==> config.mk <==
export PLATFORM = sky130hd
export DESIGN_NAME = tbr_timebase
export DESIGN_NICKNAME = d
export VERILOG_FILES = /design/src/common/tbr_pkg.sv /design/src/design/tbr_presc.sv /design/src/design/tbr_timebase.sv
export SDC_FILE = /design/constraint.sdc
export NUM_CORES = 1
export LEC_CHECK = 0
export BUFFER_PORTS_ARGS = -buffer_cell sky130_fd_sc_hd__buf_2
export CORE_MARGIN = 5
export CORE_UTILIZATION = 45
export DETAILED_ROUTE_END_ITERATION = 8
export GPL_TIMING_DRIVEN = 1
export PLACE_DENSITY_LB_ADDON = 0.2
export SETUP_SLACK_MARGIN = 0.5
export SYNTH_ARGS = -nofsm -noshare
export SYNTH_HDL_FRONTEND = slang
export SYNTH_HIERARCHICAL = 1
export SYNTH_SLANG_ARGS = --single-unit
export TNS_END_PERCENT = 1
==> constraint.sdc <==
create_clock -name clk -period 4.75 [get_ports clk]
set_input_delay 0.475 -clock clk [delete_from_list [all_inputs] [get_ports clk]]
set_output_delay 0.475 -clock clk [all_outputs]
set_load 0.01 [all_outputs]
==> src/common/tbr_pkg.sv <==
// Package with register map, field positions and reset values of the time-base unit
package tbr_pkg;
	// ****************************************
	// Register byte offsets
	// ****************************************
	localparam logic [7:0] TBR_OFS_CTRL1 = 8'h00; // control_register_one
	localparam logic [7:0] TBR_OFS_SMODE = 8'h08; // slave mode / clock source
	localparam logic [7:0] TBR_OFS_INTEN = 8'h0C; // interrupt enable
	localparam logic [7:0] TBR_OFS_STAT = 8'h10; // sticky status, read only
	localparam logic [7:0] TBR_OFS_EVGEN = 8'h14; // event generation, write only
	localparam logic [7:0] TBR_OFS_CLR = 8'h18; // status clear, write only
	localparam logic [7:0] TBR_OFS_CNT = 8'h24; // counter_value
	localparam logic [7:0] TBR_OFS_PSC = 8'h28; // prescale_value
	localparam logic [7:0] TBR_OFS_RLD = 8'h2C; // reload_value
	localparam logic [7:0] TBR_OFS_REP = 8'h30; // repetition_count

	// ****************************************
	// Field positions
	// ****************************************
	localparam int TBR_CTRL1_EN = 0; // counter enable
	localparam int TBR_CTRL1_UPDIS = 1; // update_disable
	localparam int TBR_CTRL1_DIR = 4; // count_direction_bit, 1 = down
	localparam int TBR_CTRL1_CMS = 5; // 1 = center-aligned
	localparam int TBR_ST_UPD = 0; // update event
	localparam int TBR_ST_TRG = 1; // trigger event
	localparam int TBR_ST_CC = 2; // capture/compare event
	localparam int TBR_ST_BRK = 3; // break event
	localparam int TBR_NEV = 4;

	// ****************************************
	// Reset values
	// ****************************************
	localparam logic [15:0] TBR_RST_RLD = 16'hFFFF;
	localparam logic [15:0] TBR_RST_PSC = 16'h0000;
	localparam logic [7:0] TBR_RST_REP = 8'h00;

	// Clock source selection
	typedef enum logic [1:0] {
		TBR_SRC_INT,
		TBR_SRC_EXT1,
		TBR_SRC_ITR
	} tbr_src_t;

	// Slave reaction to the master trigger
	typedef enum logic [1:0] {
		TBR_SLV_NONE,
		TBR_SLV_RESET,
		TBR_SLV_GATE,
		TBR_SLV_START
	} tbr_slv_t;
endpackage

==> src/design/tbr_presc.sv <==
// Buffered 16-bit prescaler producing a one-cycle counter clock enable
`timescale 1ns/1ps
module tbr_presc import tbr_pkg::*; #(
	parameter int W = 16
) (
	input wire logic clk, // system clock
	input wire logic rst, // synchronous reset, active high
	input wire logic tick_in, // prescaler_input_clock pulse
	input wire logic [W-1:0] ratio_act, // active division factor minus one
	input wire logic restart, // clear internal count
	output logic cnt_tick // counter_clock pulse
);
	logic [W-1:0] div_r;

	// ****************************************
	// Divider
	// ****************************************
	// divide by ratio plus one
	always_ff @(posedge clk) begin
		if (rst || restart) begin
			div_r <= '0;
		end else if (tick_in) begin
			div_r <= (div_r >= ratio_act) ? '0 : div_r + W'(1);
		end
	end

	// Combinational so ratio 0 passes every input pulse
	assign cnt_tick = tick_in && !restart && (div_r >= ratio_act);
endmodule

==> src/design/tbr_timebase.sv <==
// Time-base unit: counter, prescaler, reload and repetition counter on APB
//
// How it works
// - 16-bit counter counts up or down per direction bit, or center-aligned per its own bit.
// - Up mode starts at zero, adds one, wraps at reload with overrun.
// - Update event copies repetition, reload and prescale preloads together.
// - Update-disable bit blocks update events and all shadow transfers.
// - Each overrun or underrun decrements repetition unless update-disable is set; update only at zero.
// - Repetition value N gives one update per N+1 wraps.
// - Repetition register is 8 bits; 16-bit claim elsewhere needs confirming.
// - Prescaler divides its input clock by prescale value plus one.
// - Prescale writes are buffered and applied only at an update event.
// - With internal source, or trigger source plus a slave action, the prescaler input is the internal clock.
// - External mode one counts polarity-selected filtered channel or both edges.
// - Internal trigger source without slave action clocks from another timer, unfiltered.
// - Master trigger can reset, gate, start or clock this slave.
// - Update, trigger, capture/compare and break events raise interrupts.
// - Software update clears prescaler count, loads counter per direction.
`timescale 1ns/1ps
module tbr_timebase import tbr_pkg::*; #(
	parameter int CW = 16, // counter width
	parameter int RW = 8, // repetition width
	parameter int FLT = 4 // channel filter length in samples
) (
	input wire logic clk, // 10 MHz system clock
	input wire logic rst, // synchronous reset, active high
	input wire logic psel, // APB select
	input wire logic penable, // APB enable
	input wire logic pwrite, // APB direction
	input wire logic [7:0] paddr, // APB byte address
	input wire logic [31:0] pwdata, // APB write data
	output logic [31:0] prdata, // APB read data
	output logic pready, // APB ready
	output logic pslverr, // APB error
	input wire logic ch1_in, // input channel 1 level
	input wire logic ch2_in, // input channel 2 level
	input wire logic itr_in, // other timer trigger output
	input wire logic cc_evt, // capture/compare event pulse
	input wire logic brk_evt, // break input event pulse
	output logic trg_out, // master trigger output pulse
	output logic irq // level interrupt
);
	// ****************************************
	// Registers
	// ****************************************
	logic [5:0] ctrl1_r;
	logic [7:0] smode_r;
	logic [TBR_NEV-1:0] inten_r, stat_r;
	logic [CW-1:0] cnt_r, psc_pre_r, psc_act_r, rld_pre_r, rld_act_r;
	logic [RW-1:0] rep_pre_r, rep_cnt_r;
	logic down_r;
	logic [FLT-1:0] flt_r;
	logic ch_f_r, ch_prev_r, itr_prev_r;
	logic [31:0] rdata_nxt;
	logic wr, rd, hit, sw_upd, cnt_tick, tick_in, wrap, upd_evt, trg_evt;
	logic ext_edge, itr_edge, ch_sel, run;
	tbr_src_t src;
	tbr_slv_t slv;

	// Address decode used by the write path and the error response
	function automatic logic is_reg(input logic [7:0] a);
		case (a)
			TBR_OFS_CTRL1, TBR_OFS_SMODE, TBR_OFS_INTEN, TBR_OFS_STAT, TBR_OFS_EVGEN,
			TBR_OFS_CLR, TBR_OFS_CNT, TBR_OFS_PSC, TBR_OFS_RLD, TBR_OFS_REP: is_reg = 1'b1;
			default: is_reg = 1'b0;
		endcase
	endfunction

	// Zero-wait slave; unmapped addresses answer with an error
	assign pready = 1'b1;
	assign hit = is_reg(paddr);
	assign pslverr = psel && penable && !hit;
	assign wr = psel && penable && pwrite && hit;
	assign rd = psel && !penable && !pwrite;
	assign sw_upd = wr && paddr == TBR_OFS_EVGEN && pwdata[0];

	// smode: [1:0] source, [2] polarity, [3] both edges, [4] channel 2, [6:5] slave action
	assign src = tbr_src_t'(smode_r[1:0]);
	assign slv = tbr_slv_t'(smode_r[6:5]);

	// ****************************************
	// Control registers
	// ****************************************
	always_ff @(posedge clk) begin
		if (rst) begin
			ctrl1_r <= '0;
			smode_r <= '0;
			inten_r <= '0;
			psc_pre_r <= TBR_RST_PSC;
			rld_pre_r <= TBR_RST_RLD;
			rep_pre_r <= TBR_RST_REP;
		end else if (wr) begin
			case (paddr)
				TBR_OFS_CTRL1: ctrl1_r <= pwdata[5:0];
				TBR_OFS_SMODE: smode_r <= pwdata[7:0];
				TBR_OFS_INTEN: inten_r <= pwdata[TBR_NEV-1:0];
				TBR_OFS_PSC: psc_pre_r <= pwdata[CW-1:0];
				TBR_OFS_RLD: rld_pre_r <= pwdata[CW-1:0];
				TBR_OFS_REP: rep_pre_r <= pwdata[RW-1:0];
				default: ;
			endcase
		end
		// Master start action sets the enable bit
		if (!rst && trg_evt && slv == TBR_SLV_START) begin
			ctrl1_r[TBR_CTRL1_EN] <= 1'b1;
		end
	end

	// ****************************************
	// Clock source selection
	// ****************************************
	// polarity-selected filtered channel
	always_ff @(posedge clk) begin
		if (rst) begin
			flt_r <= '0;
			ch_f_r <= 1'b0;
			ch_prev_r <= 1'b0;
			itr_prev_r <= 1'b0;
		end else begin
			flt_r <= {flt_r[FLT-2:0], ch_sel};
			if (&flt_r) begin
				ch_f_r <= 1'b1;
			end else if (~|flt_r) begin
				ch_f_r <= 1'b0;
			end
			ch_prev_r <= ch_f_r;
			itr_prev_r <= itr_in;
		end
	end

	assign ch_sel = (smode_r[4] ? ch2_in : ch1_in) ^ smode_r[2];
	// Both-edge mode gives both edges of the selected filtered channel
	assign ext_edge = smode_r[3] ? (ch_f_r ^ ch_prev_r) : (ch_f_r && !ch_prev_r);
	assign itr_edge = itr_in && !itr_prev_r;
	assign trg_evt = (src == TBR_SRC_ITR) ? itr_edge : (src == TBR_SRC_EXT1 ? ext_edge : 1'b0);

	always_comb begin
		case (src)
			TBR_SRC_EXT1: tick_in = ext_edge;
			TBR_SRC_ITR: tick_in = (slv == TBR_SLV_NONE) ? itr_edge : 1'b1;
			default: tick_in = 1'b1;
		endcase
	end

	// Gated slave mode counts only while the master level is high
	// gate, reset, start
	assign run = ctrl1_r[TBR_CTRL1_EN] && !(slv == TBR_SLV_GATE && !itr_in);

	tbr_presc #(.W(CW)) u_presc (
		.clk(clk),
		.rst(rst),
		.tick_in(tick_in && run),
		.ratio_act(psc_act_r),
		.restart(sw_upd || (trg_evt && slv == TBR_SLV_RESET)),
		.cnt_tick(cnt_tick)
	);

	// ****************************************
	// Counter
	// ****************************************
	// Zero reload stops counting, as an empty reload should
	always_comb begin
		wrap = 1'b0;
		if (cnt_tick && rld_act_r != '0) begin
			if (ctrl1_r[TBR_CTRL1_CMS]) begin
				wrap = down_r ? (cnt_r == CW'(1)) : (cnt_r == rld_act_r - CW'(1));
			end else if (ctrl1_r[TBR_CTRL1_DIR]) begin
				wrap = (cnt_r == '0);
			end else begin
				wrap = (cnt_r == rld_act_r);
			end
		end
	end

	always_ff @(posedge clk) begin
		if (rst) begin
			cnt_r <= '0;
			down_r <= 1'b0;
		end else if (sw_upd || (trg_evt && slv == TBR_SLV_RESET)) begin
			// load or clear counter
			// Take the new reload when this same update refreshes the shadow
			cnt_r <= (ctrl1_r[TBR_CTRL1_DIR] && !ctrl1_r[TBR_CTRL1_CMS])
				? (upd_evt ? rld_pre_r : rld_act_r) : '0;
			down_r <= 1'b0;
		end else if (wr && paddr == TBR_OFS_CNT) begin
			cnt_r <= pwdata[CW-1:0];
		end else if (cnt_tick && rld_act_r != '0) begin
			if (ctrl1_r[TBR_CTRL1_CMS]) begin
				if (wrap) begin
					down_r <= !down_r;
				end
				cnt_r <= down_r ? cnt_r - CW'(1) : cnt_r + CW'(1);
			end else if (ctrl1_r[TBR_CTRL1_DIR]) begin
				cnt_r <= wrap ? rld_act_r : cnt_r - CW'(1);
			end else begin
				cnt_r <= wrap ? '0 : cnt_r + CW'(1);
			end
		end
	end

	// ****************************************
	// Repetition and shadow transfer
	// ****************************************
	// update disable
	assign upd_evt = !ctrl1_r[TBR_CTRL1_UPDIS] && (sw_upd || (wrap && rep_cnt_r == '0));

	always_ff @(posedge clk) begin
		if (rst) begin
			rep_cnt_r <= TBR_RST_REP;
			rld_act_r <= TBR_RST_RLD;
			psc_act_r <= TBR_RST_PSC;
		end else if (upd_evt) begin
			rep_cnt_r <= rep_pre_r;
			rld_act_r <= rld_pre_r;
			psc_act_r <= psc_pre_r;
		end else if (wrap && !ctrl1_r[TBR_CTRL1_UPDIS]) begin
			rep_cnt_r <= rep_cnt_r - RW'(1);
		end
	end

	// Master output: one pulse per update event
	always_ff @(posedge clk) begin
		if (rst) begin
			trg_out <= 1'b0;
		end else begin
			trg_out <= upd_evt;
		end
	end

	// ****************************************
	// Interrupt status
	// ****************************************
	// sticky events, set wins over clear
	always_ff @(posedge clk) begin
		if (rst) begin
			stat_r <= '0;
		end else begin
			stat_r <= (stat_r & ~((wr && paddr == TBR_OFS_CLR) ? pwdata[TBR_NEV-1:0] : '0))
				| {brk_evt, cc_evt, trg_evt, upd_evt};
		end
	end

	assign irq = |(stat_r & inten_r);

	// ****************************************
	// Read path
	// ****************************************
	always_comb begin
		rdata_nxt = '0;
		case (paddr)
			TBR_OFS_CTRL1: rdata_nxt[5:0] = ctrl1_r;
			TBR_OFS_SMODE: rdata_nxt[7:0] = smode_r;
			TBR_OFS_INTEN: rdata_nxt[TBR_NEV-1:0] = inten_r;
			TBR_OFS_STAT: rdata_nxt[TBR_NEV-1:0] = stat_r;
			TBR_OFS_CNT: rdata_nxt[CW-1:0] = cnt_r;
			TBR_OFS_PSC: rdata_nxt[CW-1:0] = psc_pre_r;
			TBR_OFS_RLD: rdata_nxt[CW-1:0] = rld_pre_r;
			TBR_OFS_REP: rdata_nxt[RW-1:0] = rep_pre_r;
			default: rdata_nxt = '0;
		endcase
	end

	// Captured in setup so data is registered for the access phase
	always_ff @(posedge clk) begin
		if (rst) begin
			prdata <= '0;
		end else if (rd) begin
			prdata <= rdata_nxt;
		end
	end
endmodule

## Word-level counts from Yosys, hierarchy flattened

Index checks and enable logic that the tools add are counted.

- $add $sub $neg: 5
- $mul: 0
- Divide/modulo/power cells: 0
- Magnitude comparators: 1
- Eq/ne operators: 18
- Shift operators: 0
- Mux-type cells: 34
- Bitwise gates (word level): 7
- Reduce and logical (&&, ||, !) cells: 62

Operators by type and width:

| operator | number |
|---|---|
| two-way mux 16 bit | 11 |
| adder 16 x 1 -> 16 bit (second input constant) | 2 |
| equality test 16 bit | 2 |
| equality test 8 x 6 -> 1 bit (second input constant) | 4 |
| one-hot mux 4 bit (8 select lines) | 1 |
| subtractor 16 x 1 -> 16 bit (second input constant) | 2 |
| logical AND 1 bit | 25 |
| equality test 8 x 5 -> 1 bit (second input constant) | 3 |
| one-hot mux 8 bit (3 select lines) | 1 |
| equality test 16 x 1 -> 1 bit (second input constant) | 1 |
| equality test 8 x 4 -> 1 bit (second input constant) | 2 |
| >= comparator 16 bit | 1 |
| zero test 16 bit | 1 |
| zero test 8 bit | 2 |
| two-way mux 8 bit | 2 |
| nonzero test 16 bit | 1 |
| two-way mux 1 bit | 15 |
| AND reduction 2 bit | 7 |
| zero test 1 bit | 12 |
| one-hot mux 2 bit (6 select lines) | 1 |
| one-hot mux 2 bit (5 select lines) | 1 |
| OR reduction 10 bit | 1 |
| AND 4 bit | 2 |
| AND reduction 4 bit | 2 |
| 16 further kinds | 25 |

- Flip-flop bits (word level): 159
- Latch bits: 0
- Memory bits (writable): 0
- Memory bits (read-only): 0
- Input port bits: 50
- Output and inout port bits: 36
- Word-level logic and storage cells: 147
- Memories kept: 0

## Depth between registers and ports, before layout

Gate-level depths: netlist of run 1.

- Word-level depth: 18
- Gate-level depth with buffers: 16
- Gate-level depth less buffers: 14

## Cells and area by module

Netlist of run 1, hierarchy kept.

By module, submodules not included:

| module | instances | cells each | area each (µm²) | seq. area each (µm²) |
|---|---|---|---|---|
| tbr_timebase | 1 | 1102 | 8569.5 | 2862.7 |
| tbr_presc | 1 | 135 | 1193.6 | 320.3 |

## Worst setup path after synthesis of run 1

OpenSTA, ideal clock, no wires.

- Kind: input -> register
- From: input paddr[1]
- To: register rep_cnt_r[6]
- Library setup time: 125 ps
- Arrival time: 3509 ps
- Required time: 4625 ps
- Path slack: 1116 ps
- Stages on the path: 14
- Buffers on the path: 3
- Cells stage by stage: or4b_2 or4_1 o21a_1 inv_1 and3b_1 o41a_1 o311a_1 a31oi_1 o21a_1 buf_6 buf_6 buf_6 mux2i_1 o32ai_1

- Longest elaborated chain between the ends: 16
- Elaborated cells between the ends (all ways): 27
- Classes of those cells: eq/ne (9); mux (3); reduce/logical (15)

RTL lines:

| element | line | RTL |
|---|---|---|
| from (decl) | tbr_timebase.sv:30 | `input wire logic [7:0] paddr,` |
| equality test 8 x 5 -> 1 bit (tied with other cells) | tbr_timebase.sv:62, tbr_timebase.sv:75 |  |
| OR reduction 10 bit | tbr_timebase.sv:62 | `case (a)` |
| two-way mux 1 bit | tbr_timebase.sv:62 |  |
| logical AND 1 bit | tbr_timebase.sv:73 | `assign wr = psel && penable && pwrite && hit;` |
| logical AND 1 bit * (2 in a row) | tbr_timebase.sv:75 | `assign sw_upd = wr && paddr == TBR_OFS_EVGEN && pwdata[0];` |
| logical OR 1 bit * | tbr_timebase.sv:154 | `.restart(sw_upd \|\| (trg_evt && slv == TBR_SLV_RESET)),` |
| zero test 1 bit * | tbr_presc.sv:28 | `assign cnt_tick = tick_in && !restart && (div_r >= ratio_act);` |
| logical AND 1 bit * (2 in a row) | tbr_presc.sv:28 |  |
| named net cnt_tick | tbr_timebase.sv:55 | `logic wr, rd, hit, sw_upd, cnt_tick, tick_in, wrap, upd_evt, trg_evt;` |
| logical AND 1 bit * | tbr_timebase.sv:164 | `if (cnt_tick && rld_act_r != '0) begin` |
| two-way mux 1 bit * | tbr_timebase.sv:164 |  |
| logical AND 1 bit | tbr_timebase.sv:205 | `assign upd_evt = !ctrl1_r[TBR_CTRL1_UPDIS] && (sw_upd \|\| (wrap && rep_cnt_r == '0));` |
| logical OR 1 bit | tbr_timebase.sv:205 |  |
| logical AND 1 bit | tbr_timebase.sv:205 |  |
| two-way mux 8 bit / nonzero test 2 bit (equally long branches) | - |  |
| to (signal assigned) | tbr_timebase.sv:213 | `rep_cnt_r <= rep_pre_r;` |
| to (signal assigned) | tbr_timebase.sv:217 | `rep_cnt_r <= rep_cnt_r - RW'(1);` |
| to (decl) | tbr_timebase.sv:50 | `logic [RW-1:0] rep_pre_r, rep_cnt_r;` |

The timed path passes the listed nets; every way through them passes the cells marked *.
A chain may end at the register's enable or synchronous reset.

## Final worst setup path of run 1

- From: input paddr[1]
- To: register cnt_r[3]

- Longest elaborated chain between the ends: 18
- Elaborated cells between the ends (all ways): 35
- Classes of those cells: eq/ne (9); mux (11); reduce/logical (15)

RTL lines:

| element | line | RTL |
|---|---|---|
| equality test 8 x 5 -> 1 bit (tied with other cells) | tbr_timebase.sv:62, tbr_timebase.sv:75 |  |
| OR reduction 10 bit | tbr_timebase.sv:62 |  |
| two-way mux 1 bit | tbr_timebase.sv:62 |  |
| logical AND 1 bit | tbr_timebase.sv:73 |  |
| logical AND 1 bit * (2 in a row) | tbr_timebase.sv:75 |  |
| logical OR 1 bit * | tbr_timebase.sv:154 |  |
| zero test 1 bit * | tbr_presc.sv:28 |  |
| logical AND 1 bit * (2 in a row) | tbr_presc.sv:28 |  |
| named net cnt_tick | tbr_timebase.sv:55 |  |
| logical AND 1 bit * | tbr_timebase.sv:164, tbr_timebase.sv:187 |  |
| two-way mux 1 bit | tbr_timebase.sv:164 |  |
| two-way mux 16 bit (tied with other cells) | tbr_timebase.sv:196 | `cnt_r <= wrap ? '0 : cnt_r + CW'(1);` |
| two-way mux 16 bit / logical OR 1 bit (equally long branches) | tbr_timebase.sv:193, tbr_timebase.sv:205 |  |
| two-way mux 16 bit / logical AND 1 bit (equally long branches) | tbr_timebase.sv:188, tbr_timebase.sv:205 |  |
| two-way mux 16 bit, on equally long branches | - |  |
| two-way mux 16 bit, on equally long branches | tbr_timebase.sv:185, tbr_timebase.sv:183 |  |
| two-way mux 16 bit | tbr_timebase.sv:179 | `end else if (sw_upd \|\| (trg_evt && slv == TBR_SLV_RESET)) begin` |
| to (signal assigned) | tbr_timebase.sv:182 | `cnt_r <= (ctrl1_r[TBR_CTRL1_DIR] && !ctrl1_r[TBR_CTRL1_CMS])` |
| to (signal assigned) | tbr_timebase.sv:186 | `cnt_r <= pwdata[CW-1:0];` |
| to (signal assigned) | tbr_timebase.sv:192 | `cnt_r <= down_r ? cnt_r - CW'(1) : cnt_r + CW'(1);` |
| to (decl) | tbr_timebase.sv:49 | `logic [CW-1:0] cnt_r, psc_pre_r, psc_act_r, rld_pre_r, rld_act_r;` |

The timed path passes the listed nets; every way through them passes the cells marked *. The select of a mux whose other input is x is not followed.

==> insert_results.sql, run 1 <==
INSERT INTO impl_metrics (metric_group, metric, value, unit) VALUES
('synthesis', 'synth_top_family_by_area', 'simple AND/OR/NAND/NOR gates', ''),
('outcome', 'run_status', 'finished, final reports clean', ''),
('synthesis', 'synthArstFlopShare', '0', '%'),
('timing', 'rsz0062_at_grt', 'false', ''),
('final_layout', 'num_antenna_cells', '0', ''),
('power', 'static-leakage-power', '3.94', 'nW'),
('final_layout', 'drive_gt1_share', '12.6', '%'),
('synthesis', 'post_synth_fa_ha_maj_area_fraction', '3.20', '%'),
('drt', 'first_iter_violations', '912', ''),
('setup_path', 'worstRegToRegCells', '13', ''),
('power', 'power.ir.vdd_worst', '0.234', 'mV'),
('placement', 'preCtsSetupSlack', '0.513', 'ns'),
('floorplan', 'die_y', '157', 'µm'),
('clock_network', 'cts-buffers-inserted', '17', ''),
('timing', 'worst-slew-pin-transition', '0.892', 'ns'),
('clock_network', 'clk-insertion-delay-late', '0.43', 'ns'),
('setup_path', 'critical_path.endpoint', 'cnt_r[3]', ''),
('drt', 'detail_route.vias_per_cell', '6.08', ''),
('clock_network', 'post_cts_resized', '0', ''),
('placement', 'buffer_ports.inserted', '52', ''),
('synthesis', 'post_synth.cell_area_avg', '7.89', 'µm²'),
('clock_network', 'cts_hold_buf', '0', ''),
('final_layout', 'utilization', '50.6', '%'),
('global_routing', 'largest_net_degree_at_the_start_of_global_routing', '88', ''),
('drt', 'wl', '30.3', 'mm'),
('final_layout', 'layout-area-overhead-vs-synth', '9.97', '%'),
('clock_network', 'cts.repair_timing.setup_buffer_count', '0', ''),
('drt', 'detail_route.wl_per_cell', '19.8', 'µm'),
('global_routing', 'first_global_vias', '8670', ''),
('setup_path', 'cp.required', '5.05', 'ns'),
('synthesis', 'synth_cell_type_count', '95', ''),
('setup_path', 'reg2reg_setup_slack', '0.92', 'ns'),
('setup_path', 'peak_per_stage_delay_on_the_critical_path', '0.74', 'ns'),
('synthesis', 'netlist_instances', '1237', ''),
('floorplan', 'starting_density', '46.0', '%'),
('timing', 'maxSlewViolCount', '0', ''),
('timing', 'finalSetupViolations', '0', ''),
('synthesis', 'synth_seq_cells', '159', ''),
('synthesis', 'muxShareOfSynthArea', '3.88', '%'),
('timing', 'fmax', '258', 'MHz'),
('timing', 'postLayoutSetupSlackWorst', '0.874', 'ns'),
('clock_network', 'htree_levels', '4', ''),
('synthesis', 'ys_warn_count', '6', ''),
('placement', 'gpl.final_weighted_congestion', '0.965', ''),
('timing', 'final_period_util', '81.6', '%'),
('setup_path', 'rr_endpoint', 'psc_act_r[6]', ''),
('setup_path', 'cp.arrival', '4.17', 'ns'),
('setup_path', 'critical_path.endpoint_type', 'register', ''),
('final_layout', 'multiInputGateArea', '5950', 'µm²'),
('power', 'powerDensity', '260', 'nW/µm²'),
('floorplan', 'fp-row-count', '53', ''),
('placement', 'dpl.hpwl', '21.9', 'mm'),
('clock_network', 'clk_pin_slew', '0.07', 'ns'),
('synthesis', 'synth_edf_count', '0', ''),
('timing', 'finalHoldViolCount', '0', ''),
('drt', 'drt_drc_violations_left', '0', ''),
('final_layout', 'fill_cells', '2080', ''),
('timing', 'totalNegativeSetupSlack', '0', 'ns'),
('drt', 'detail_route.first_pass.iterations', '6', ''),
('timing', 'fin_worst_skew', '0.00944', 'ns'),
('global_routing', 'grt_pass1_wl', '48.1', 'mm'),
('setup_path', 'worstSetupStartpoint', 'paddr[1]', ''),
('timing', 'final.min_clock_period', '3.88', 'ns'),
('job', 'cap_violations', '0', ''),
('global_routing', 'grt_use_total', '24.6', '%'),
('floorplan', 'die_width', '157', 'µm'),
('clock_network', 'clock_tree.buffer_depth', '2', ''),
('synthesis', 'yosys_most_used_dff', 'sky130_fd_sc_hd__dfxtp_1', ''),
('clock_network', 'clock_tree.root_cell', 'sky130_fd_sc_hd__clkbuf_16', ''),
('drt', 'antenna_left', '0', ''),
('drt', 'num_vias', '9319', '');
how the worst min path moves through the flow:
stage / startpoint / end / slack [ns] / cells past startpoint
final: cc_evt / stat_r[2] / 0.25 / 3
after global routing: cc_evt / stat_r[2] / 0.27 / 3
after CTS: cc_evt / stat_r[2] / 0.24 / 3
after detailed placement: psc_act_r[7] / psc_act_r[7] / 0.45 / 2
after global placement: flt_r[2] / flt_r[3] / 0.44 / 1
after floorplan: flt_r[2] / flt_r[3] / 0.43 / 1
worst max-delay path, delay by kind of cell:
family,cells,cell delay (ns)
compound gates,6,1.49
buf+inv,3,0.43
mux,1,0.27
simple gates,3,1.48
where the power goes:
group	switching, mW	internal, mW
combinational	0.0717	0.0281
sequential	0.00388	1.34
clock	0.592	0.758
total	0.667	2.12
routing by layer:
layer / GRT usage (%) / share of wire [%]
met1: 33.7 / 44
met2: 38.8 / 45
met3: 4.51 / 7.8
met4: 8.73 / 3.2
met5: 0 / 0
area by class of cell:
| cell class | count | share of cell area, % |
|---|---|---|
| clock inverter | 13 | 1.21 |
| timing repair buffer | 84 | 4.92 |
| sequential | 159 | 29.6 |
| inverter | 40 | 1.40 |
| clock buffer | 19 | 4.22 |
| multi-input combinational | 943 | 55.4 |
| tap | 275 | 3.20 |
synth_stat cells (19+ instances only):
library cell               count  area (µm²)
sky130_fd_sc_hd__nand2b_1     27         169
sky130_fd_sc_hd__nand2_1     182         683
sky130_fd_sc_hd__mux2i_1      33         330
sky130_fd_sc_hd__nand3b_1     22         165
sky130_fd_sc_hd__nor2_1       87         327
sky130_fd_sc_hd__xor2_1       30         263
sky130_fd_sc_hd__o21ai_0      23         115
sky130_fd_sc_hd__dfxtp_1     159        3180
sky130_fd_sc_hd__nor3_1       25         125
sky130_fd_sc_hd__a21oi_1     103         515
sky130_fd_sc_hd__inv_1        40         150
sky130_fd_sc_hd__clkbuf_1     62         233
sky130_fd_sc_hd__ha_1         25         313
sky130_fd_sc_hd__buf_4        19         143
sky130_fd_sc_hd__xnor2_1      40         350
sky130_fd_sc_hd__nand3_1      55         275
through the flow:
step | hold WS (ns) | area [µm²] | total power [mW] | cells
finish | 0.249 | 10700 | 2.79 | 1533
global route | 0.273 | 10700 | 2.87 | 1533
CTS | 0.239 | 10700 | 2.81 | 1533
detailed placement | 0.447 | 10200 | 1.47 | 1501
global placement | 0.440 | 10200 | 1.47 | 1501
floorplan | 0.431 | 9820 | 1.44 | 1252
flip-flops by register name, summed over array words and instances (netlist names), 4 cells and up:
signal / flops
cnt_r: 16
psc_pre_r: 16
smode_r: 8
rld_pre_r: 16
rep_pre_r: 8
stat_r: 4
rep_cnt_r: 8
inten_r: 4
flt_r: 4
psc_act_r: 16
ctrl1_r: 6
u_presc/div_r: 16
rld_act_r: 16
prdata: 16
logic make-up (layout without fill, tap and decap cells):
logic type,count (synthesis),after routing
AO/OA/AOI/OAI,277,277
buffers and inverters,150,156
XOR/XNOR,70,70
adder cells (fa/ha/maj),25,25
flip-flops,159,159
AND/OR/NAND/NOR,517,517
other,2,17
multiplexers,37,37
placed cells by master (no fill, tap or decap), types with 23 or more instances in the layout:
| master | instances |
|---|---|
| sky130_fd_sc_hd__nor3_1 | 24 |
| sky130_fd_sc_hd__xor2_1 | 30 |
| sky130_fd_sc_hd__ha_1 | 25 |
| sky130_fd_sc_hd__dfxtp_1 | 159 |
| sky130_fd_sc_hd__inv_1 | 40 |
| sky130_fd_sc_hd__buf_2 | 51 |
| sky130_fd_sc_hd__nand3_1 | 55 |
| sky130_fd_sc_hd__nor2_1 | 86 |
| sky130_fd_sc_hd__nand2b_1 | 27 |
| sky130_fd_sc_hd__xnor2_1 | 40 |
| sky130_fd_sc_hd__o21ai_0 | 23 |
| sky130_fd_sc_hd__mux2i_1 | 33 |
| sky130_fd_sc_hd__buf_4 | 31 |
| sky130_fd_sc_hd__nand2_1 | 182 |
| sky130_fd_sc_hd__a21oi_1 | 103 |
(Power assumes the default switching activity.)
==> run 2, diff against run 1 <==
Clock period 4.75 ns to 3.8 ns, I/O delays scaled along.
==> insert_results.sql, run 2 (synthesis gave the netlist of run 1 again) <==
INSERT INTO impl_metrics (metric_group, metric, value, unit) VALUES
('global_routing', 'gr-total-overflow', '0', ''),
('hold_path', 'worst_hold_path_type', 'in2reg', ''),
('final_layout', 'num_antenna_cells', '0', ''),
('placement', 'buffer_ports.inserted', '52', ''),
('placement', 'gpl.final_weighted_congestion', '0.981', ''),
('global_routing', 'grt_pass1_wl', '49.8', 'mm'),
('drt', 'antenna_left', '0', ''),
('final_layout', 'mostFrequentLayoutCell', 'sky130_fd_sc_hd__nand2_1', ''),
('power', 'power.ir.vdd_worst', '0.314', 'mV'),
('clock_network', 'clk_pin_slew', '0.07', 'ns'),
('clock_network', 'cts.sink_count', '159', ''),
('timing', 'totalNegativeSetupSlack', '0', 'ns'),
('setup_path', 'critical_path.endpoint_type', 'register', ''),
('floorplan', 'core_area', '21200', 'µm²'),
('setup_path', 'critPathKind', 'reg2reg', ''),
('timing', 'worst-slew-pin-transition', '0.936', 'ns'),
('clock_network', 'cts_hold_buf', '0', ''),
('floorplan', 'fp.dieArea', '24700', 'µm²'),
('drt', 'first_iter_violations', '1042', ''),
('floorplan', 'io_pins', '86', ''),
('drt', 'drt_drc_violations_left', '0', ''),
('timing', 'finalHoldViolCount', '0', ''),
('clock_network', 'clock_tree.root_cell', 'sky130_fd_sc_hd__clkbuf_16', ''),
('timing', 'finalSetupViolations', '0', ''),
('timing', 'fmax', '303', 'MHz'),
('global_routing', 'grt_use_total', '25.6', '%'),
('clock_network', 'cts-buffers-inserted', '17', ''),
('floorplan', 'fp-row-count', '53', ''),
('placement', 'preCtsSetupSlack', '0.0661', 'ns'),
('final_layout', 'drive_gt1_share', '16.2', '%'),
('global_routing', 'first_global_vias', '9048', ''),
('drt', 'wl', '31.6', 'mm'),
('drt', 'num_vias', '9579', ''),
('final_layout', 'layout-area-overhead-vs-synth', '14.7', '%'),
('timing', 'fin_worst_skew', '0.0140', 'ns'),
('placement', 'dpl.hpwl', '23.1', 'mm'),
('setup_path', 'crit_path_start_kind', 'register', ''),
('clock_network', 'clock_tree.buffer_depth', '2', ''),
('drt', 'detail_route.vias_per_cell', '6.11', ''),
('timing', 'final_period_util', '86.8', '%'),
('drt', 'detail_route.wl_per_cell', '20.2', 'µm'),
('floorplan', 'die_width', '157', 'µm'),
('timing', 'postLayoutSetupSlackWorst', '0.501', 'ns'),
('floorplan', 'starting_density', '46.0', '%'),
('clock_network', 'tritoncts', 'yes', ''),
('setup_path', 'cp_max_fo', '6', ''),
('clock_network', 'htree_levels', '4', ''),
('power', 'powerDensity', '314', 'nW/µm²'),
('global_routing', 'grt_antenna_before_repair', '0', ''),
('outcome', 'run_status', 'finished, final reports clean', ''),
('power', 'static-leakage-power', '4.17', 'nW'),
('timing', 'rsz0062_at_grt', 'true', ''),
('setup_path', 'cp.arrival', '3.65', 'ns'),
('clock_network', 'clk-insertion-delay-late', '0.44', 'ns'),
('timing', 'relSlewSlack', '37.4', '%'),
('drt', 'detail_route.first_pass.iterations', '8', ''),
('timing', 'maxSlewViolCount', '0', ''),
('setup_path', 'cp.required', '4.15', 'ns'),
('global_routing', 'largest_net_degree_at_the_start_of_global_routing', '65', ''),
('floorplan', 'die_y', '157', 'µm'),
('timing', 'final.min_clock_period', '3.30', 'ns'),
('final_layout', 'nets', '1357', ''),
('job', 'cap_violations', '0', ''),
('final_layout', 'commonest_cells_after_routing_fill_and_taps_aside', 'sky130_fd_sc_hd__nand2_1 (181), sky130_fd_sc_hd__dfxtp_1 (157), sky130_fd_sc_hd__a21oi_1 (103)', '');
==> run 2: cell count changes in the layout (fill, tap and decap cells not counted), sizes merged <==
cell      change
buf          +37
clkinvlp      -1
inv           +3
clkinv        -3
==> run 2: per-layer routing <==
| metal | part of all wire (%) | global-route usage, % | up-vias |
|---|---|---|---|
| met3 | 7.4 | 4.62 | 73 |
| met4 | 3.2 | 10.0 | 0 |
| met2 | 46 | 41.0 | 435 |
| li1 | - | - | 4509 |
| met5 | 0 | 0 | - |
| met1 | 43 | 34.2 | 4562 |
==> run 2: worst paths after layout <==
kind / start / cells past startpoint / slack, ns / end
hold / removal: cc_evt / 3 / 0.15 / stat_r[2]
setup reg to reg: ch_f_r / 14 / 0.50 / cnt_r[15]
hold reg to reg: psc_act_r[5] / 2 / 0.45 / psc_act_r[5]
setup / recovery: ch_f_r / 14 / 0.50 / cnt_r[15]
==> run 2: power by group <==
part / switching (mW) / internal (mW) / leakage [nW]
Sequential: 0.00436 / 1.67 / 1.28
Clock: 0.759 / 0.951 / 0.281
Combinational: 0.0931 / 0.0380 / 2.60
==> run 2: timing repair <==
action / CTS / global route
hold endpoints to repair: 0 / 0
setup endpoints to repair: 32 / 57
gates resized for setup: 6 / 19
pin swaps: 0 / 4
setup buffers: 0 / 4
==> run 2: final cells by class <==
| type | instances | area, µm² |
|---|---|---|
| Clock buffer | 19 | 453 |
| Clock inverter | 12 | 125 |
| Sequential cell | 159 | 3190 |
| Fill cell | 2061 | 10000 |
| Timing Repair Buffer | 121 | 847 |
| Tap cell | 275 | 344 |
| Inverter | 40 | 150 |
| Multi-Input combinational cell | 943 | 6090 |
==> run 2: per-stage QoR <==
stage,total power [mW],util (%),area (µm²),hold WS (ns),std cells
CTS,3.54,52.0,11000,0.143,1565
detailed placement,1.84,49.2,10400,0.445,1534
global placement,1.84,49.2,10400,0.441,1534
floorplan,1.80,-,9830,0.431,1252
global route,3.62,52.8,11200,0.165,1569
finish,3.52,52.8,11200,0.146,1569
==> run 2: worst max-delay path: stages, from the launching register on <==
cell and delay (ns):
sky130_fd_sc_hd__dfxtp_2 0.33, sky130_fd_sc_hd__ha_1 0.28, sky130_fd_sc_hd__and2_1 0.18, sky130_fd_sc_hd__o41a_1 0.36
sky130_fd_sc_hd__o21a_2 0.27, sky130_fd_sc_hd__inv_2 0.06, sky130_fd_sc_hd__and3b_2 0.23, sky130_fd_sc_hd__o41a_1 0.14
sky130_fd_sc_hd__o311a_1 0.17, sky130_fd_sc_hd__buf_6 0.15, sky130_fd_sc_hd__buf_12 0.12, sky130_fd_sc_hd__or3_1 0.34
sky130_fd_sc_hd__a31o_1 0.18, sky130_fd_sc_hd__a211o_1 0.29, sky130_fd_sc_hd__o211ai_1 0.09
